--- src/core/mesf_pkg.sv ---
// Package of constants and types for the metering event status flag block.
package mesf_pkg;
    // Clock and timing figures.
    localparam int CLK_HZ          = 50_000_000;
    localparam int SAMPLE_HZ       = 8_000;
    localparam int SAMPLE_CYC      = CLK_HZ / SAMPLE_HZ;
    localparam int PULSE_LOW_NS    = 80;
    localparam int CLK_PERIOD_NS   = 20;
    localparam int PULSE_LOW_CYC   = (PULSE_LOW_NS + CLK_PERIOD_NS - 1) / CLK_PERIOD_NS;
    localparam int TICKS_PER_MS    = SAMPLE_HZ / 1000;
    // Harmonic settle times in milliseconds, one per settle-time code.
    localparam int SETTLE_MS_0     = 500;
    localparam int SETTLE_MS_1     = 750;
    localparam int SETTLE_MS_2     = 1000;
    localparam int SETTLE_MS_3     = 1250;
    // Missing zero-crossing timeout in sample ticks.
    localparam int ZX_TIMEOUT_TICKS = 255;

    // Register indices; byte address is four times the index.
    localparam logic [15:0] IDX_STATUS_FIRST  = 16'he502;
    localparam logic [15:0] IDX_STATUS_SECOND = 16'he503;
    localparam logic [15:0] IDX_MASK_FIRST    = 16'he50a;
    localparam logic [15:0] IDX_MASK_SECOND   = 16'he50b;
    localparam logic [15:0] IDX_NOLOAD_PHASE  = 16'he608;
    localparam logic [15:0] IDX_PULSE_MODE    = 16'he610;
    localparam logic [15:0] IDX_POWER_POLAR   = 16'he617;
    localparam logic [15:0] IDX_HARM_CONFIG   = 16'he900;

    // Bit positions in the first status register.
    localparam int B_PATH2_FLIP  = 13;
    localparam int B_PULSE_ONE   = 14;
    localparam int B_DSP_DONE    = 17;
    localparam int B_PATH3_FLIP  = 18;
    localparam int B_HARM_UPDATE = 19;
    localparam logic [31:0] STATUS_FIRST_USED = 32'h000f_e000;
    // Bit positions in the second status register.
    localparam int B_TOTAL_NL    = 0;
    localparam int B_FUND_NL     = 1;
    localparam int B_APP_NL      = 2;
    localparam int B_ZX_FIRST    = 3;
    localparam logic [31:0] STATUS_SECOND_USED = 32'h0000_01ff;
    // Power polarity register bits.
    localparam int B_PATH2_POLAR = 7;
    localparam int B_PATH3_POLAR = 8;
    // Pulse mode register layout.
    localparam int PM_SEL_W      = 3;
    localparam int PM_DIS_LSB    = 9;
    localparam int PM_W          = 12;
    // Harmonic config register layout.
    localparam int HC_READY_BIT  = 0;
    localparam int HC_SETTLE_LSB = 3;
    localparam int HC_RATE_LSB   = 5;
    localparam int HC_W          = 8;
    localparam logic [31:0] RESET_WORD = 32'h0000_0000;

    // AHB transfer types.
    localparam logic [1:0] HTRANS_NONSEQ = 2'h2;
    localparam logic [1:0] HTRANS_SEQ    = 2'h3;

    // AHB-Lite request from the master.
    typedef struct packed {
        logic        hsel;
        logic [31:0] haddr;
        logic [1:0]  htrans;
        logic        hwrite;
        logic [2:0]  hsize;
        logic [31:0] hwdata;
        logic        hready;
    } mesf_ahb_req_t;

    // AHB-Lite answer from the slave.
    typedef struct packed {
        logic        hreadyout;
        logic        hresp;
        logic [31:0] hrdata;
    } mesf_ahb_rsp_t;

    // Whole state of the block.
    typedef struct packed {
        logic [31:0]      status_first;
        logic [31:0]      status_second;
        logic [31:0]      mask_first;
        logic [31:0]      mask_second;
        logic [PM_W-1:0]  pulse_mode;
        logic [HC_W-1:0]  harm_config;
        logic             path2_polarity;
        logic             path3_polarity;
        logic [8:0]       noload_phases;
        logic [2:0][2:0]  pulse_cnt;
        logic [12:0]      tick_cnt;
        logic [13:0]      settle_cnt;
        logic             harm_armed;
        logic [5:0][7:0]  zx_cnt;
        logic             wr_pend;
        logic [15:0]      wr_idx;
        logic [31:0]      hrdata;
    } mesf_state_t;
endpackage

--- src/core/mesf_top.sv ---
// Metering event status flags with AHB-Lite register access and interrupt.
// Summary of operation
// Path-two summed power sign change sets flag 13; polarity bit 7 shows it.
// Pulse output one falling edge sets flag 14, even when disabled.
// Pulse output two falling edge sets flag 15, even when disabled.
// Pulse output three falling edge sets flag 16, even when disabled.
// Three-bit source selects per pulse output at bits 2:0, 5:3, 8:6.
// Each completed 8 kHz processing cycle sets flag 17.
// Path-three summed power sign change sets flag 18; polarity bit 8 shows it.
// Ready mode clear: harmonic updates flag only after the chosen settle time.
// Ready mode set: harmonic updates flag immediately after setup.
// Reserved upper bits of the first status register read zero.
// Total no-load entry on any phase sets flag 0; phases in bits 2:0.
// Fundamental no-load entry sets flag 1; phases in bits 5:3.
// Apparent no-load entry sets flag 2; phases in bits 8:6.
// Missing voltage zero crossings on A, B, C set flags 3, 4, 5.
// Missing phase A current zero crossing sets flag 6.
// Missing phase B and C current zero crossings set flags 7, 8.
// Flags stay set until software writes one; writing zero keeps them.
//
// Local design decision: register access over AHB-Lite.
module mesf_top #(
    parameter int SAMPLE_CYCLES = mesf_pkg::SAMPLE_CYC
) (
    input  wire logic                    clk_in,
    input  wire logic                    reset_n_in,
    input  wire mesf_pkg::mesf_ahb_req_t ahb_req_in,
    output mesf_pkg::mesf_ahb_rsp_t      ahb_rsp_out,
    input  wire logic                    path2_sum_polarity_in,
    input  wire logic                    path3_sum_polarity_in,
    input  wire logic [2:0]              pulse_req_in,
    output logic [2:0]                   pulse_out_n_out,
    output logic [8:0]                   pulse_source_sel_out,
    output logic                         sample_tick_out,
    input  wire logic                    harmonic_setup_in,
    input  wire logic                    harmonic_update_in,
    output logic [2:0]                   harmonic_update_rate_out,
    input  wire logic [2:0]              total_noload_phases_in,
    input  wire logic [2:0]              fundamental_noload_phases_in,
    input  wire logic [2:0]              apparent_noload_phases_in,
    input  wire logic [5:0]              zero_crossing_in,
    output logic                         irq_out
);
    import mesf_pkg::*;

    localparam logic [12:0] TICK_LAST  = 13'(SAMPLE_CYCLES - 1);
    localparam logic [2:0]  PULSE_LAST = 3'(PULSE_LOW_CYC);
    localparam logic [7:0]  ZX_LAST    = 8'(ZX_TIMEOUT_TICKS);

    logic        rst_meta;
    logic        rst_n;
    mesf_state_t q;
    mesf_state_t d;
    logic        tick;
    logic [5:0]  zx_expire;
    logic [5:0][7:0] next_zx;
    logic [13:0] settle_target;
    logic        ahb_take;
    logic [15:0] addr_idx;
    logic        addr_ok;
    logic [31:0] rd_word;
    logic [31:0] wr_hit_first;
    logic [31:0] wr_hit_second;
    logic [31:0] set_first;
    logic [31:0] set_second;
    logic [8:0]  noload_now;

    // Two-stage release of the asynchronous reset.
    always_ff @(posedge clk_in or negedge reset_n_in) begin
        if (!reset_n_in) begin
            rst_meta <= 1'b0;
            rst_n    <= 1'b0;
        end else begin
            rst_meta <= 1'b1;
            rst_n    <= rst_meta;
        end
    end

    assign tick          = (q.tick_cnt == TICK_LAST);
    assign noload_now    = {apparent_noload_phases_in, fundamental_noload_phases_in,
                            total_noload_phases_in};
    assign ahb_take      = ahb_req_in.hsel && ahb_req_in.hready && ahb_req_in.htrans[1];
    assign addr_idx      = ahb_req_in.haddr[17:2];
    assign addr_ok       = (ahb_req_in.haddr[31:18] == 14'h0000)
                           && (ahb_req_in.haddr[1:0] == 2'h0);

    // Settle time chosen by the settle-time code, converted to sample ticks.
    always_comb begin
        case (q.harm_config[HC_SETTLE_LSB +: 2])
            2'h0:    settle_target = 14'(SETTLE_MS_0 * TICKS_PER_MS);
            2'h1:    settle_target = 14'(SETTLE_MS_1 * TICKS_PER_MS);
            2'h2:    settle_target = 14'(SETTLE_MS_2 * TICKS_PER_MS);
            default: settle_target = 14'(SETTLE_MS_3 * TICKS_PER_MS);
        endcase
    end

    // Missing zero-crossing watchdogs, one per voltage and current channel.
    genvar ch;
    generate
        for (ch = 0; ch < 6; ch++) begin : g_zx
            // Timeout without a crossing.
            assign zx_expire[ch] = tick && !zero_crossing_in[ch] && (q.zx_cnt[ch] == ZX_LAST);
            assign next_zx[ch]   = (zero_crossing_in[ch] || zx_expire[ch]) ? 8'h00
                                   : (tick ? q.zx_cnt[ch] + 8'h01 : q.zx_cnt[ch]);
        end
    endgenerate

    // Read multiplexer, decoded during the address phase.
    always_comb begin
        rd_word = RESET_WORD;
        if (!addr_ok) begin
            rd_word = RESET_WORD;
        end else if (addr_idx == IDX_STATUS_FIRST) begin
            // Reserved bits read zero.
            rd_word = q.status_first & STATUS_FIRST_USED;
        end else if (addr_idx == IDX_STATUS_SECOND) begin
            rd_word = q.status_second & STATUS_SECOND_USED;
        end else if (addr_idx == IDX_MASK_FIRST) begin
            rd_word = q.mask_first;
        end else if (addr_idx == IDX_MASK_SECOND) begin
            rd_word = q.mask_second;
        end else if (addr_idx == IDX_NOLOAD_PHASE) begin
            rd_word = {23'h000000, q.noload_phases};
        end else if (addr_idx == IDX_PULSE_MODE) begin
            rd_word = {20'h00000, q.pulse_mode};
        end else if (addr_idx == IDX_POWER_POLAR) begin
            rd_word[B_PATH2_POLAR] = q.path2_polarity;
            rd_word[B_PATH3_POLAR] = q.path3_polarity;
        end else if (addr_idx == IDX_HARM_CONFIG) begin
            rd_word = {24'h000000, q.harm_config};
        end
    end

    // Hardware event sources for both status registers.
    always_comb begin
        set_first  = RESET_WORD;
        set_second = RESET_WORD;
        // Path-two sign change.
        set_first[B_PATH2_FLIP] = (path2_sum_polarity_in != q.path2_polarity);
        // Pulse start, regardless of disable.
        set_first[B_PULSE_ONE +: 3] = pulse_req_in;
        // Processing cycle done.
        set_first[B_DSP_DONE] = tick;
        // Path-three sign change.
        set_first[B_PATH3_FLIP] = (path3_sum_polarity_in != q.path3_polarity);
        // Harmonic update gated by arming.
        set_first[B_HARM_UPDATE] = harmonic_update_in && q.harm_armed && !harmonic_setup_in;
        // Any phase entering no-load.
        set_second[B_TOTAL_NL] = |(total_noload_phases_in & ~q.noload_phases[2:0]);
        set_second[B_FUND_NL]  = |(fundamental_noload_phases_in & ~q.noload_phases[5:3]);
        set_second[B_APP_NL]   = |(apparent_noload_phases_in & ~q.noload_phases[8:6]);
        // Missing crossings.
        set_second[B_ZX_FIRST +: 6] = zx_expire;
    end

    // Write strobes for the one-to-clear status bits.
    assign wr_hit_first  = (q.wr_pend && q.wr_idx == IDX_STATUS_FIRST)
                           ? ahb_req_in.hwdata : RESET_WORD;
    assign wr_hit_second = (q.wr_pend && q.wr_idx == IDX_STATUS_SECOND)
                           ? ahb_req_in.hwdata : RESET_WORD;

    // Next-state logic for the whole state; watchdog counters are copied from next_zx.
    always_comb begin
        d.pulse_mode     = q.pulse_mode;
        d.harm_config    = q.harm_config;
        d.mask_first     = q.mask_first;
        d.mask_second    = q.mask_second;
        d.path2_polarity = path2_sum_polarity_in;
        d.path3_polarity = path3_sum_polarity_in;
        d.noload_phases  = noload_now;
        d.tick_cnt       = tick ? 13'h0000 : q.tick_cnt + 13'h0001;
        d.zx_cnt         = next_zx;
        // Set wins over a one-to-clear write in the same cycle.
        d.status_first   = ((q.status_first & ~wr_hit_first) | set_first) & STATUS_FIRST_USED;
        d.status_second  = ((q.status_second & ~wr_hit_second) | set_second)
                           & STATUS_SECOND_USED;
        // Register writes land in the data phase.
        if (q.wr_pend) begin
            if (q.wr_idx == IDX_MASK_FIRST) begin
                d.mask_first = ahb_req_in.hwdata & STATUS_FIRST_USED;
            end else if (q.wr_idx == IDX_MASK_SECOND) begin
                d.mask_second = ahb_req_in.hwdata & STATUS_SECOND_USED;
            end else if (q.wr_idx == IDX_PULSE_MODE) begin
                d.pulse_mode = ahb_req_in.hwdata[PM_W-1:0];
            end else if (q.wr_idx == IDX_HARM_CONFIG) begin
                d.harm_config = ahb_req_in.hwdata[HC_W-1:0];
            end
        end
        // Settling after setup, skipped in ready mode.
        d.settle_cnt = q.settle_cnt;
        d.harm_armed = q.harm_armed;
        if (harmonic_setup_in) begin
            d.settle_cnt = 14'h0000;
            d.harm_armed = q.harm_config[HC_READY_BIT];
        end else if (!q.harm_armed && tick) begin
            d.settle_cnt = q.settle_cnt + 14'h0001;
            d.harm_armed = (q.settle_cnt + 14'h0001 >= settle_target);
        end
        // Active-low pulse timers; a request while busy is absorbed.
        for (int i = 0; i < 3; i++) begin
            if (pulse_req_in[i] && q.pulse_cnt[i] == 3'h0) begin
                d.pulse_cnt[i] = PULSE_LAST;
            end else if (q.pulse_cnt[i] != 3'h0) begin
                d.pulse_cnt[i] = q.pulse_cnt[i] - 3'h1;
            end else begin
                d.pulse_cnt[i] = 3'h0;
            end
        end
        // Bus address phase capture.
        d.wr_pend = ahb_take && ahb_req_in.hwrite && addr_ok;
        d.wr_idx  = addr_idx;
        d.hrdata  = (ahb_take && !ahb_req_in.hwrite) ? rd_word : q.hrdata;
    end

    // Single state register.
    always_ff @(posedge clk_in or negedge rst_n) begin
        if (!rst_n) begin
            q <= '0;
        end else begin
            q <= d;
        end
    end

    // Pin and bus outputs.
    always_comb begin
        ahb_rsp_out.hreadyout = 1'b1;
        ahb_rsp_out.hresp     = 1'b0;
        ahb_rsp_out.hrdata    = q.hrdata;
        for (int i = 0; i < 3; i++) begin
            // Pulse pin stays high when its disable bit is set.
            pulse_out_n_out[i] = !((q.pulse_cnt[i] != 3'h0) && !q.pulse_mode[PM_DIS_LSB + i]);
        end
    end
    // Source selects drive the power mux of each pulse path.
    assign pulse_source_sel_out     = q.pulse_mode[3*PM_SEL_W-1:0];
    assign harmonic_update_rate_out = q.harm_config[HC_RATE_LSB +: 3];
    assign sample_tick_out          = tick;
    assign irq_out = |(q.status_first & q.mask_first) || |(q.status_second & q.mask_second);
endmodule

--- config.mk ---
export PLATFORM = sky130hd
export DESIGN_NAME = mesf_top
export DESIGN_NICKNAME = d
export VERILOG_FILES = /design/src/core/mesf_pkg.sv /design/src/core/mesf_top.sv
export SDC_FILE = /design/constraint.sdc
export NUM_CORES = 1
export LEC_CHECK = 0
export BUFFER_PORTS_ARGS = -buffer_cell sky130_fd_sc_hd__buf_2
export CORE_UTILIZATION = 50
export CTS_CLUSTER_DIAMETER = 120
export DETAILED_ROUTE_END_ITERATION = 8
export PLACE_DENSITY = 0.79
export SETUP_SLACK_MARGIN = 0.4
export SYNTH_ARGS = -nofsm -noshare
export SYNTH_HDL_FRONTEND = slang
export SYNTH_SLANG_ARGS = --single-unit
--- constraint.sdc ---
create_clock -name clk_in -period 11.1 [get_ports clk_in]
set_clock_uncertainty 0.05 [all_clocks]
set_input_delay 1.11 -clock clk_in [delete_from_list [all_inputs] [get_ports clk_in]]
set_output_delay 1.11 -clock clk_in [all_outputs]
set_load 0.005 [all_outputs]
# Word level (Yosys, flattened, before mapping)
# Cells that the tools add are included.
[totals] inputBits=96 regBits=199
[classes] n_addsub=11 magnitude_cmp=1 bitwise_logic=17 eq_ne=25 n_reduce_logical=76 mux=35
[op_table] cell="$eq 16x16->1 const B" n=14
[op_table] cell="$mux 32" n=7
[op_table] cell="$mux 8" n=13
[op_table] cell="$reduce_or 32->1" n=2
[op_table] cell="$add 8x1->8 const B" n=6
[op_table] cell="$eq 8x8->1 const B" n=6
[op_table] cell="$pmux 14 s3" n=1
[op_table] cell="$and 20x20->20" n=2
[op_table] cell="$mux 15" n=2
[op_table] cell="$logic_and 1x1->1" n=29
[op_table] cell="$mux 23" n=1
[op_table] cell="$mux 20" n=1
[op_table] cell="$not 20->20" n=1
[op_table] cell="$or 20x20->20" n=1
[op_table] cell="$and 9x9->9" n=2
[op_table] cell="$mux 3" n=6
[op_table] cell="$logic_not 1->1" n=15
[op_table] cell="$add 14x1->14 const B" n=1
[op_table] cell="$ge 14x14->1" n=1
[op_table] cell="$logic_not 14->1" n=1
[op_table] cell="$reduce_bool 2->1" n=7
[op_table] cell="$add 13x1->13 const B" n=1
[op_table] cell="$eq 13x13->1 const B" n=1
[op_table] cell="$mux 13" n=1
[op_table] cell="21 further kinds" n=43

# Logic depth before layout (Yosys ltp)
# Gate-level depths: netlist of run 1.
[depth] ltp_word=10 ltp_mapped=12 ltp_nobuf=10

# Worst setup path after synthesis of run 1
# OpenSTA, ideal clock, no wires.
[synth_path] path_type="reg2out" from="reg q[121] (netlist name)" to="out sample_tick_out" stages_incl_launch_ff=6 path_slack_ps=8112 arrival_time_ps=1828 t_required_ps=9940 cell_sequence="dfrtp_1 -> or4b_4 -> or3_1 -> buf_2 -> clkinv_2 -> clkbuf_1"
[synth_via] elab_chain_cells=1
[synth_lines] item="from (decl)" line_no="mesf_top.sv:52" text="mesf_state_t q;"
[synth_lines] item="from (signal assigned)" line_no="mesf_top.sv:218" text="q <= '0;"
[synth_lines] item="from (signal assigned)" line_no="mesf_top.sv:220" text="q <= d;"
[synth_lines] item="$eq 13x13->1" line_no="mesf_top.sv:79" text="assign tick = (q.tick_cnt == TICK_LAST);"
[synth_lines] item="to (decl)" line_no="mesf_top.sv:34" text="output logic sample_tick_out,"
# Every way passes these cells.

# Final worst setup path of run 1
# Same ends and word-level chain as after synthesis.

==> results of run 1 <==
## per-layer routing
metal | GRT usage | up-vias | share of wire
met5 | 0 | - | 0
met4 | 0.08148 | 0 | 0.022
met3 | 0.06741 | 38 | 0.068
met2 | 0.3768 | 238 | 0.47
met1 | 0.3020 | 3369 | 0.44
li1 | - | 3286 | -
## area by class of cell
cell class / count / area [sq um] / area share
Sequential cell: 186 / 4658 / 0.4586
Tap cell: 225 / 281.5 / 0.02772
Multi-Input combinational cell: 630 / 3908 / 0.3847
Timing Repair Buffer: 118 / 600.6 / 0.05913
Clock inverter: 13 / 148.9 / 0.01466
Clock buffer: 19 / 442.9 / 0.04361
Inverter: 31 / 117.6 / 0.01158
## synth_stat cells (9+ instances only)
cell / n
nor2_1: 84
nand3_1: 37
o31ai_1: 9
a21oi_1: 39
buf_4: 46
clkbuf_1: 16
nor3_1: 17
xor2_1: 32
xnor2_1: 21
ha_1: 24
nand4_1: 16
inv_1: 29
dfrtp_1: 186
a22oi_1: 12
o21ai_0: 54
nand2_1: 106
and3_1: 14
## kinds of logic after synthesis
| group | count (synthesis) | share of synthesized area |
|---|---|---|
| muxes | 23 | 0.02759 |
| buffers and inverters | 103 | 0.06222 |
| adders and majority gates | 24 | 0.03311 |
| DFF | 186 | 0.5132 |
| other | 2 | 0.0008281 |
| xor gates and xnor gates | 53 | 0.05119 |
| and+or+nand+nor | 340 | 0.1892 |
| AOI/OAI and AO/OA | 174 | 0.1227 |
## state kept, by name, indices dropped and copies added, names as in the netlist
register	count
rst_meta	1
q	153
ahb_rsp_out	19
harmonic_update_rate_out	3
rst_n	1
pulse_source_sel_out	9
## power by group through the flow
stage | Sequential (mW) | Combinational (mW) | Clock (mW)
floorplan | 0.736 | 0.0559 | 0
global placement | 0.731 | 0.0937 | 0
detailed placement | 0.733 | 0.0982 | 0
CTS | 0.720 | 0.0985 | 0.622
global route | 0.724 | 0.112 | 0.651
finish | 0.720 | 0.0965 | 0.611
## how the worst max path moves through the flow
stage	from	endpoint	slack (ns)	cells after the start
floorplan	rst_n$_DFF_PN0_	ahb_rsp_out[0]$_DFFE_PN0P_	5.48	0
global placement	ahb_req_in[36]	ahb_rsp_out[6]$_DFFE_PN0P_	7.32	6
global route	q[121]$_DFF_PN0_	sample_tick_out	7.30	5
finish	q[121]$_DFF_PN0_	sample_tick_out	7.41	5
CTS	q[121]$_DFF_PN0_	sample_tick_out	7.38	5
detailed placement	ahb_req_in[36]	ahb_rsp_out[6]$_DFFE_PN0P_	7.35	6
## through the flow
| stage | setup slack [ns] | area (sq um) | power, mW | std cells |
|---|---|---|---|---|
| 2_1_floorplan | 5.483 | 9121 | 0.7919 | 919 |
| 3_3_place_gp | 7.318 | 9565 | 0.8252 | 1190 |
| 3_5_place_dp | 7.347 | 9565 | 0.8314 | 1190 |
| 4_1_cts | 7.381 | 10160 | 1.440 | 1222 |
| 5_1_grt | 7.305 | 10160 | 1.487 | 1222 |
| 6_report | 7.414 | 10160 | 1.427 | 1222 |
==> metrics.md, run 1 <==
| Metric | Value |
|---|---|
| Sequential cell area fraction in the yosys report | `0.5132` |
| Post-Syn Area | `9069 sq um` |
| Post-synthesis register bit count | `186` |
| Gate power share | `0.068` |
| Buf/Inv on CP | `3` |
| Yosys cell types | `66` |
| Hold Fails Final Rpt | `0` |
| Critical-path cell with the highest stage delay | `or4b_4` |
| Quantity of hold-fixing buffers added after cts | `0` |
| GRT overflow | `0` |
| Post-CTS Setup Inserts | `0` |
| Mapped Cells | `905` |
| Drt via density | `5.672` |
| IO Port Bufs | `114` |
| RSZ-0062 raised after global routing | `no` |
| Commonest non-fill, non-tap cell in the layout | `dfrtp_1` |
| Vias post-DR | `6931` |
| TNS Setup | `0 ns` |
| First-pass GRT wire length | `33290 um` |
| CP required | `9.94 ns` |
| Crit Path Max Fanout | `36` |
| Max frequency | `271.3 MHz` |
| Post-synth EDFFs | `0` |
| Leak Pwr | `4.634 nW` |
| Starting density of the core | `0.5189` |
| Post-layout min period | `3.686 ns` |
| FP Rows | `48` |
| GR Util All Layers | `0.2342` |
| Crit-path max cell delay | `0.59 ns` |
| Worst r2r src | `q[100]$_DFFE_PN0P_` |
| Most frequent cells in the layout | `185 x dfrtp_1, 114 x buf_2, 106 x nand2_1, 84 x nor2_1, 54 x o21ai_0` |
| Vias in the first global route | `6751` |
| Period utilization | `0.3321` |
| Worst R2R Setup Slack | `7.82 ns` |
| H-tree depth | `4` |
| Diode count | `0` |
| CTS sink cnt | `186` |
| Reg2reg end | `q[97]$_DFFE_PN0P_` |
| Initial antenna violation count | `0` |
| Final setup viols | `0` |
| Ys Warns | `0` |
| Sw power | `359.4 uW` |
| Drt first-iter violations | `456` |
| Slew @ Worst Pin | `1.111 ns` |
| Hold Crit Class | `reg -> async` |
| Fraction of layout cells with a size suffix above 1 | `0.1735` |
| Max-slew headroom | `0.2577` |
| Setup CP Type | `reg -> out` |
| Worst setup EP type | `output pin` |
| Switching Fraction | `0.2518` |
| Area share of the largest cell type after synthesis | `0.5132` |
| Arr. time, crit path | `2.53 ns` |
| Post-synth ARST share | `1.000` |
| Path depth of the worst reg2reg path | `10` |
| Root Buffer | `clkbuf_16` |
| Startpoint Class | `flop` |
| Post-route ant nets | `0` |
| CTS resizes | `0` |
| Skew-Pair Late Insertion Delay | `0.44 ns` |
| Routability cong. | `0.8547` |
| Synth area leaders | `dfrtp_1 51%, nand2_1 4.4%, buf_4 3.8%, nor2_1 3.5%, ha_1 3.3%` |
| DP HPWL | `14290 um` |
| Worst path cell trace | `or4b_4 > or3_1 > buf_4 > clkinv_2 > buf_2` |
| Wire length after detailed routing | `20420 um` |
| CTS tree | `yes` |
| Synth Area per Inst | `10.02 sq um` |
| Flop pwr share | `0.505` |
| Die Width | `136.7 um` |
| Peak supply drop | `0.0001318 V` |
| Clk pwr share | `0.428` |
| Max-cap viol count | `0` |
| Die height | `136.7 um` |
| Num CTS Buffers | `17` |
| Clock buffer depth | `2` |
| Total die area | `18680 sq um` |
| Post-Route Utilization | `0.5812` |
| Yosys top cell by area | `dfrtp_1` |
| Fillers | `1472` |
| 1st-pass router iterations | `5` |
| Worst-path clk slew | `0.07 ns` |
| Synth-to-layout area growth | `12.00%` |
| DRC viols | `0` |
| Num ports | `147` |
| Synth Flop Type | `dfrtp_1` |
| Fin Hold WS | `0.2439 ns` |
| Largest net degree at the start of global routing | `86` |
| Final net count | `1104` |
| Pins Over Slew Limit | `0` |
| Int Pwr | `1.068 mW` |
| Core footprint | `17480 sq um` |
| CP top delay family | `simple AND/OR/NAND/NOR gates` |
| Drt wl/cell | `16.71 um` |
| Cell Pwr Density | `140.5 nW/um^2` |
| Outcome | `completed` |
Note: power is estimated with default switching activity, not from simulation.
==> run 2: changes to the inputs <==
--- a/config.mk
+++ b/config.mk
@@ -5,11 +5,12 @@
 export SDC_FILE = /design/constraint.sdc
 export NUM_CORES = 1
 export LEC_CHECK = 0
+export ABC_AREA = 1
 export BUFFER_PORTS_ARGS = -buffer_cell sky130_fd_sc_hd__buf_2
 export CORE_UTILIZATION = 50
 export CTS_CLUSTER_DIAMETER = 120
 export DETAILED_ROUTE_END_ITERATION = 8
-export PLACE_DENSITY = 0.79
+export PLACE_DENSITY = 0.81
 export SETUP_SLACK_MARGIN = 0.4
 export SYNTH_ARGS = -nofsm -noshare
 export SYNTH_HDL_FRONTEND = slang
==> constraint.sdc (replaced) <==
create_clock -name clk_in -period 3.3 [get_ports clk_in]
set_clock_uncertainty 0.05 [all_clocks]
set_input_delay 0.33 -clock clk_in [delete_from_list [all_inputs] [get_ports clk_in]]
set_output_delay 0.33 -clock clk_in [all_outputs]
set_load 0.005 [all_outputs]
==> run 2 against run 1 <==
- power rose to 3.4 times the previous value
- utilization increased by 0.87 points
- cell area is 9.7% higher
- via count increased by 20%
- largest cell class unchanged
- critical endpoint unchanged
- highest routed layer unchanged
- sequential share of layout area down 4.1 points
- final cell count grew 31%
- flip-flop and latch count stayed put
- synthesized cell count grew 34%
- non-clock buffer count grew 28
==> metrics.md, run 2 <==
| Metric | Value |
|---|---|
| RSZ-0062 raised after global routing | `no` |
| Post-Syn Area | `9716 sq um (+7.1%)` |
| Worst r2r src | `q[98]$_DFFE_PN0P_` |
| Buf/Inv on CP | `4 (+1)` |
| Crit-path max cell delay | `0.41 ns (-0.18 ns)` |
| Peak supply drop | `0.0003663 V (+180%)` |
| Fillers | `1655 (+12%)` |
| Commonest non-fill, non-tap cell in the layout | `nand2_1` |
| Vias in the first global route | `8076 (+20%)` |
| Post-route ant nets | `0 (unchanged)` |
| Routability cong. | `0.8816 (+3.1%)` |
| Drt via density | `5.194 (-8.4%)` |
| Leak Pwr | `5.672 nW (+22%)` |
| DP HPWL | `16790 um (+18%)` |
| Worst hold start | `ahb_req_in[41]` |
| Final net count | `1446 (+31%)` |
| Compound-Gate Fraction of Synth Area | `0.09414 (-0.02851)` |
| Synth Area in Adders | `0.03091 (-0.002205)` |
| Vias post-DR | `8306 (+20%)` |
| CTS sink cnt | `186 (unchanged)` |
| GRT overflow | `0 (unchanged)` |
| Sequential cell area fraction in the yosys report | `0.4791 (-0.03417)` |
| GR Util All Layers | `0.2384 (+0.004197)` |
| Xor-xnor portion of the synthesized cell area | `0.02164 (-0.02955)` |
| CTS tree | `yes` |
| Starting density of the core | `0.5142 (-0.004662)` |
| Most frequent cells in the layout | `276 x nand2_1, 185 x dfrtp_1, 162 x inv_1, 120 x nor2_1, 114 x buf_2` |
| Slew @ Worst Pin | `0.9019 ns (-0.2092 ns)` |
| Post-CTS Setup Inserts | `0 (unchanged)` |
| FP Rows | `50 (+4.2%)` |
| Pins Over Slew Limit | `0 (unchanged)` |
| Dominant combinational cell family by area after synthesis | `simple AND/OR/NAND/NOR gates` |
| Total power | `4.826 mW (+240%)` |
| Drt first-iter violations | `577 (+27%)` |
| Root Buffer | `clkbuf_16` |
| Yosys cell types | `42 (-36%)` |
| Worst R2R Setup Slack | `0.76 ns (-7.06 ns)` |
| Area share of the largest cell type after synthesis | `0.4791 (-0.03417)` |
| Max FFs per register | `153 (unchanged)` |
| Total die area | `19990 sq um (+7.0%)` |
| Ys Warns | `0 (unchanged)` |
| Post-synthesis simple-gate area fraction | `0.2600 (+0.07086)` |
| Final cell count without fillers | `1599 (+31%)` |
| Post-synth EDFFs | `0 (unchanged)` |
| Initial antenna violation count | `0 (unchanged)` |
| DRC viols | `0 (unchanged)` |
| Drt wl/cell | `14.22 um (-15%)` |
| Arr. time, crit path | `2.29 ns (-0.24 ns)` |
| Post-Route Utilization | `0.5899 (+0.008748)` |
| Mux cell area share after synthesis | `0.005538 (-0.02206)` |
| Hold Crit Class | `in -> reg` |
| Reg2reg end | `q[97]$_DFFE_PN0P_` |
| Wire length after detailed routing | `22740 um (+11%)` |
| Final setup viols | `0 (unchanged)` |
| Synth area leaders | `dfrtp_1 48%, nand2_1 11%, inv_1 6.3%, o21ai_0 4.9%, nor2_1 4.6%` |
| Synth-to-layout area growth | `14.72%` |
| Clock buffer depth | `2 (unchanged)` |
| Post-synth ARST share | `1.000 (unchanged)` |
| Placed Instances | `1541 (+29%)` |
| Worst-path clk slew | `0.07 ns (about the same)` |
| Synth cell count leaders | `276 x nand2_1, 186 x dfrtp_1, 163 x inv_1` |
| First-pass GRT wire length | `37450 um (+12%)` |
| Path depth of the worst reg2reg path | `15 (+5)` |
| Post-layout min period | `2.666 ns` |
| H-tree depth | `4 (unchanged)` |
| Period utilization | `0.8078` |
| Hold path cells | `1` |
| CP top delay family | `buffers and inverters` |
| Synth Flop Type | `dfrtp_1` |
| Worst setup EP type | `output pin` |
| Yosys top cell by area | `dfrtp_1` |
| Post-synthesis register bit count | `186 (unchanged)` |
| Setup CP Type | `reg -> out` |
| Mapped Cells | `1210 (+34%)` |
| DP Area | `10290 sq um (+7.6%)` |
| Fraction of layout cells with a size suffix above 1 | `0.1352 (-0.03835)` |
| Top-count cell post-synth | `nand2_1` |
| Skew-Pair Late Insertion Delay | `0.44 ns (about the same)` |
| Die height | `141.4 um (+3.5%)` |
| CP required | `2.92 ns (-7.02 ns)` |
| Cell Pwr Density | `433.0 nW/um^2 (+210%)` |
| Crit Path Max Fanout | `21 (-42%)` |
| Largest net degree at the start of global routing | `76 (-12%)` |
| Outcome | `completed` |
| Worst path cell trace | `inv_1 > ha_1 > nand4_1 > nor2_1 > nand2_2 > inv_2 > buf_4 > buf_2` |
| 1st-pass router iterations | `6 (+1)` |
| Critical-path cell with the highest stage delay | `dfrtp_1` |
| Hold Fails Final Rpt | `0 (unchanged)` |
| Max-slew headroom | `0.3970 (+0.1394)` |
| Max-cap viol count | `0 (unchanged)` |
| TNS Setup | `0 ns (unchanged)` |
| Reg with most FFs | `q` |
| IO Port Bufs | `114 (unchanged)` |
| Post-route cell area | `11150 sq um (+9.7%)` |
| Num CTS Buffers | `17 (unchanged)` |
| Core footprint | `18890 sq um (+8.1%)` |
| Max frequency | `375.2 MHz` |
| Diode count | `0 (unchanged)` |
| Num ports | `147 (unchanged)` |
| Hold worst-path end | `q[32]$_DFF_PN0_` |
| Die Width | `141.4 um (+3.5%)` |
| Startpoint Class | `flop` |
| Synth Area per Inst | `8.029 sq um (-20%)` |
run 2: cell count changes after synthesis, sizes merged, moves of 11 or more:
cell,before,now
xnor2,21,3
a21oi,39,24
nor3,17,40
o21ai,56,99
mux2,16,3
xor2,32,21
nand2,106,279
o22ai,0,16
inv,29,163
and3,14,1
a22oi,12,0
nand3,37,80
nor2,84,122
run 2: layout make-up:
| class | instances | area, sq um | area share |
|---|---|---|---|
| Timing Repair Buffer | 146 | 888.4 | 0.07970 |
| Clock inverter | 11 | 112.6 | 0.01010 |
| Clock buffer | 21 | 480.5 | 0.04311 |
| Sequential cell | 186 | 4658 | 0.4179 |
| Tap cell | 260 | 325.3 | 0.02919 |
| Inverter | 164 | 615.6 | 0.05523 |
| Multi-Input combinational cell | 811 | 4065 | 0.3647 |
run 2: kinds of logic after synthesis:
logic type      after synthesis
simple gates                580
xor+xnor                     24
compound gates              162
mux                           5
flops                       186
other cells                   2
buf+inv                     227
fa+ha+maj                    24
run 2: power breakdown:
group	switching [mW]	internal, mW
Sequential	0.0500	2.36
Clock	0.905	1.13
Combinational	0.230	0.156
run 2: worst max path at each step:
stage                       from           endpoint  slack (ns)  cells after the start
2_1_floorplan  q[98]$_DFFE_PN0P_  q[97]$_DFFE_PN0P_        1.15                     15
3_3_place_gp   q[98]$_DFFE_PN0P_  q[97]$_DFFE_PN0P_        0.87                     15
3_5_place_dp   q[98]$_DFFE_PN0P_  q[97]$_DFFE_PN0P_        0.80                     15
4_1_cts         q[113]$_DFF_PN0_    sample_tick_out        0.56                      8
5_1_grt         q[113]$_DFF_PN0_    sample_tick_out        0.48                      8
6_report        q[113]$_DFF_PN0_    sample_tick_out        0.63                      8
run 2: per-stage QoR:
step | hold slack (ns) | setup WS [ns]
6_report | 0.01208 | 0.6344
5_1_grt | 0.003066 | 0.4793
4_1_cts | 0.001741 | 0.5604
3_5_place_dp | 0.06584 | 0.8009
3_3_place_gp | 0.06574 | 0.8687
2_1_floorplan | -0.01559 | 1.154
run 2: timing repair:
item,in CTS,in global routing
endpoints found under the hold margin,27,0
hold buffers,26,0
resized for setup,0,1
setup endpoints to repair,0,1
run 2: metal layers:
metal,vias up,GRT usage,part of all wire
met1,3878,0.2941,0.41
met4,0,0.08602,0.025
met2,294,0.4104,0.49
li1,4077,-,-
met5,-,0,0
met3,57,0.05434,0.076
==> run 3: changes to the inputs <==
--- a/config.mk
+++ b/config.mk
@@ -5,12 +5,12 @@
 export SDC_FILE = /design/constraint.sdc
 export NUM_CORES = 1
 export LEC_CHECK = 0
-export ABC_AREA = 1
+export ABC_AREA = 0
 export BUFFER_PORTS_ARGS = -buffer_cell sky130_fd_sc_hd__buf_2
 export CORE_UTILIZATION = 50
 export CTS_CLUSTER_DIAMETER = 120
 export DETAILED_ROUTE_END_ITERATION = 8
-export PLACE_DENSITY = 0.81
+export PLACE_DENSITY = 0.79
 export SETUP_SLACK_MARGIN = 0.4
 export SYNTH_ARGS = -nofsm -noshare
 export SYNTH_HDL_FRONTEND = slang
==> constraint.sdc (replaced) <==
create_clock -name clk_in -period 2.66 [get_ports clk_in]
set_clock_uncertainty 0.05 [all_clocks]
set_input_delay 0.266 -clock clk_in [delete_from_list [all_inputs] [get_ports clk_in]]
set_output_delay 0.266 -clock clk_in [all_outputs]
set_load 0.005 [all_outputs]
==> run 3 against run 2 <==
- final cell count shrank 18%
- via count decreased by 12%
- combinational power rose by 20%
- cell area up 0.68%
- critical endpoint is now q[97]$_DFFE_PN0P_
- largest power group unchanged
- highest routed layer unchanged
==> metrics.md, run 3 (synthesis results as in run 1) <==
| Metric | Value |
|---|---|
| Outcome | `completed` |
| Clock buffer depth | `2 (unchanged)` |
| Leak Pwr | `5.147 nW (-9.2%)` |
| Fraction of layout cells with a size suffix above 1 | `0.2461 (+0.1109)` |
| Final cell count without fillers | `1306 (-18%)` |
| Crit Path Max Fanout | `4 (-81%)` |
| Vias post-DR | `7347 (-12%)` |
| Most frequent cells in the layout | `185 x dfrtp_1, 113 x buf_2, 103 x nand2_1, 82 x nor2_1, 46 x o21ai_0` |
| Num CTS Buffers | `17 (unchanged)` |
| Setup CP Type | `reg -> reg` |
| Skew-Pair Late Insertion Delay | `0.44 ns (about the same)` |
| GR Util All Layers | `0.2393 (+0.0008312)` |
| Commonest non-fill, non-tap cell in the layout | `dfrtp_1` |
| First-pass GRT wire length | `34290 um (-8.4%)` |
| Drt via density | `5.626 (+8.3%)` |
| Max-slew headroom | `0.6122 (+0.2152)` |
| Vias in the first global route | `6955 (-14%)` |
| Initial antenna violation count | `0 (unchanged)` |
| Core footprint | `17480 sq um (-7.5%)` |
| Startpoint Class | `flop` |
| CP required | `2.93 ns (about the same)` |
| 1st-pass router iterations | `5 (-1)` |
| Routability cong. | `0.8813 (about the same)` |
| Starting density of the core | `0.5189 (+0.004662)` |
| Die Width | `136.7 um (-3.3%)` |
| Diode count | `0 (unchanged)` |
| GRT overflow | `0 (unchanged)` |
| Die height | `136.7 um (-3.3%)` |
| Pins Over Slew Limit | `0 (unchanged)` |
| Cell Pwr Density | `538.2 nW/um^2 (+24%)` |
| H-tree depth | `4 (unchanged)` |
| Root Buffer | `clkbuf_16` |
| Period utilization | `0.9724` |
| Arr. time, crit path | `2.86 ns (+0.57 ns)` |
| Largest net degree at the start of global routing | `53 (-30%)` |
| Total power | `6.040 mW (+25%)` |
| Worst path cell trace | `and4_4 > and4_4 > nand4_1 > buf_4 > xnor2_2 > ha_2 > a21o_1 > a2111oi_4 > nand3_1 > a21oi_2 > nor4_1` |
| Post-layout min period | `2.587 ns` |
| Met1 Use GR | `0.3104 (+0.01630)` |
| Drt first-iter violations | `515 (-11%)` |
| Crit-path max cell delay | `0.43 ns (+0.02 ns)` |
| Num ports | `147 (unchanged)` |
| DRC viols | `0 (unchanged)` |
| CP top delay family | `simple AND/OR/NAND/NOR gates` |
| Placed Instances | `1217 (-21%)` |
| Total die area | `18680 sq um (-6.6%)` |
| DP HPWL | `14840 um (-12%)` |
| Final setup viols | `0 (unchanged)` |
| Max frequency | `386.6 MHz` |
| Peak supply drop | `0.0004401 V (+20%)` |
| Int Pwr | `4.492 mW (+23%)` |
| CP dominant cell by count | `and4_4` |
| Hold Crit Class | `in -> reg` |
| Drt wl/cell | `16.95 um (+19%)` |
| Worst setup EP type | `flop` |
| RSZ-0062 raised after global routing | `yes` |
| Critical-path cell with the highest stage delay | `a2111oi_4` |
| IO Port Bufs | `114 (unchanged)` |
| Reg with most FFs | `q` |
| Buf/Inv on CP | `1 (-3)` |
| Hold Fails Final Rpt | `0 (unchanged)` |
| Switching Fraction | `0.2562 (+0.01062)` |
| TNS Setup | `0 ns (unchanged)` |
| Wire length after detailed routing | `22140 um (-2.6%)` |
| Sw power | `1.548 mW (+31%)` |
| Flop pwr share | `0.498 (about the same)` |
| GR Layer Usage met3 | `0.05074 (-0.003596)` |
| CTS sink cnt | `186 (unchanged)` |
| Synth-to-layout area growth | `23.74%` |
| Max-cap viol count | `0 (unchanged)` |
| CTS tree | `yes` |
| Max FFs per register | `153 (unchanged)` |
| Clk pwr share | `0.425 (+0.004)` |
| Final net count | `1188 (-18%)` |
| Most Crowded Layer GR | `met2` |
| Post-route ant nets | `0 (unchanged)` |
| Slew @ Worst Pin | `0.5817 ns (-0.3202 ns)` |
| Worst-path clk slew | `0.08 ns (about the same)` |
| FP Rows | `48 (-4.0%)` |
| GRT met2 Usage | `0.4055 (-0.004843)` |
| Gate power share | `0.076 (-0.004)` |
run 3: cell types whose count changed in the layout (fill, tap and decap cells not counted), moves of 16 or more:
| cell | change |
|---|---|
| inv_1 | -133 |
| buf_4 | +34 |
| o22ai_1 | -16 |
| nand2_1 | -173 |
| nand3_1 | -46 |
| nor2_1 | -38 |
| nor3_1 | -28 |
| o21ai_0 | -50 |
| xnor2_1 | +17 |
run 3: tightest hold or removal path, stage by stage:
cell     delay [ns]
buf_2          0.10
nand4_1        0.06
nor2_1         0.04
run 3: cell type report:
cell class | count | area, sq um
Sequential cell | 186 | 4658
Inverter | 31 | 121.4
Clock inverter | 14 | 167.7
Tap cell | 225 | 281.5
Timing Repair Buffer | 202 | 1435
Fill cell | 1357 | 6255
Clock buffer | 18 | 429.2
Multi-Input combinational cell | 630 | 4129
run 3: worst paths after layout:
kind / from / slack, ns / end / cells past startpoint
max in group asynchronous: rst_n$_DFF_PN0_ / 1.50 / q[98]$_DFFE_PN0P_ / 1
worst min-delay path: ahb_req_in[36] / 0.02 / q[48]$_DFF_PN0_ / 3
worst max-delay path: q[103]$_DFFE_PN0P_ / 0.07 / q[97]$_DFFE_PN0P_ / 11
worst min register to register: rst_n$_DFF_PN0_ / 0.28 / q[113]$_DFF_PN0_ / 0
worst max register to register: q[103]$_DFFE_PN0P_ / 0.07 / q[97]$_DFFE_PN0P_ / 11
min in group asynchronous: reset_n_in / 0.08 / rst_n$_DFF_PN0_ / 2
run 3: timing repair:
| item | in CTS | in global routing |
|---|---|---|
| hold buffers | 33 | 0 |
| gates cloned | 1 | 1 |
| endpoints found under the setup margin | 42 | 61 |
| pin swaps | 6 | 29 |
| setup buffers | 1 | 21 |
| gates resized for setup | 9 | 61 |
| endpoints found under the hold margin | 34 | 0 |
run 3: stage by stage:
| stage | worst slack, ns | hold WS, ns | cell area [sq um] | util |
|---|---|---|---|---|
| after CTS | 0.09472 | 0.0002043 | 10830 | 0.6195 |
| after global placement | 0.1481 | 0.005033 | 9824 | 0.5621 |
| final | 0.07346 | 0.01675 | 11220 | 0.6421 |
| after global routing | -0.06051 | 0.01106 | 11220 | 0.6421 |
| after floorplan | 0.1227 | -0.07959 | 9155 | - |
| after detailed placement | 0.1345 | 0.005046 | 9824 | 0.5621 |
run 3: routing by layer:
metal / vias to the layer above / part of all wire
met5: - / 0
met1: 3607 / 0.42
li1: 3458 / -
met3: 27 / 0.065
met4: 0 / 0.016
met2: 255 / 0.50
run 3: power by group through the flow:
stage,logic (mW),clock network [mW],registers (mW)
after floorplan,0.235,0,3.07
after global placement,0.400,0,3.05
after detailed placement,0.416,0,3.06
after CTS,0.463,2.60,3.01
after global routing,0.530,2.74,3.02
final,0.462,2.57,3.01
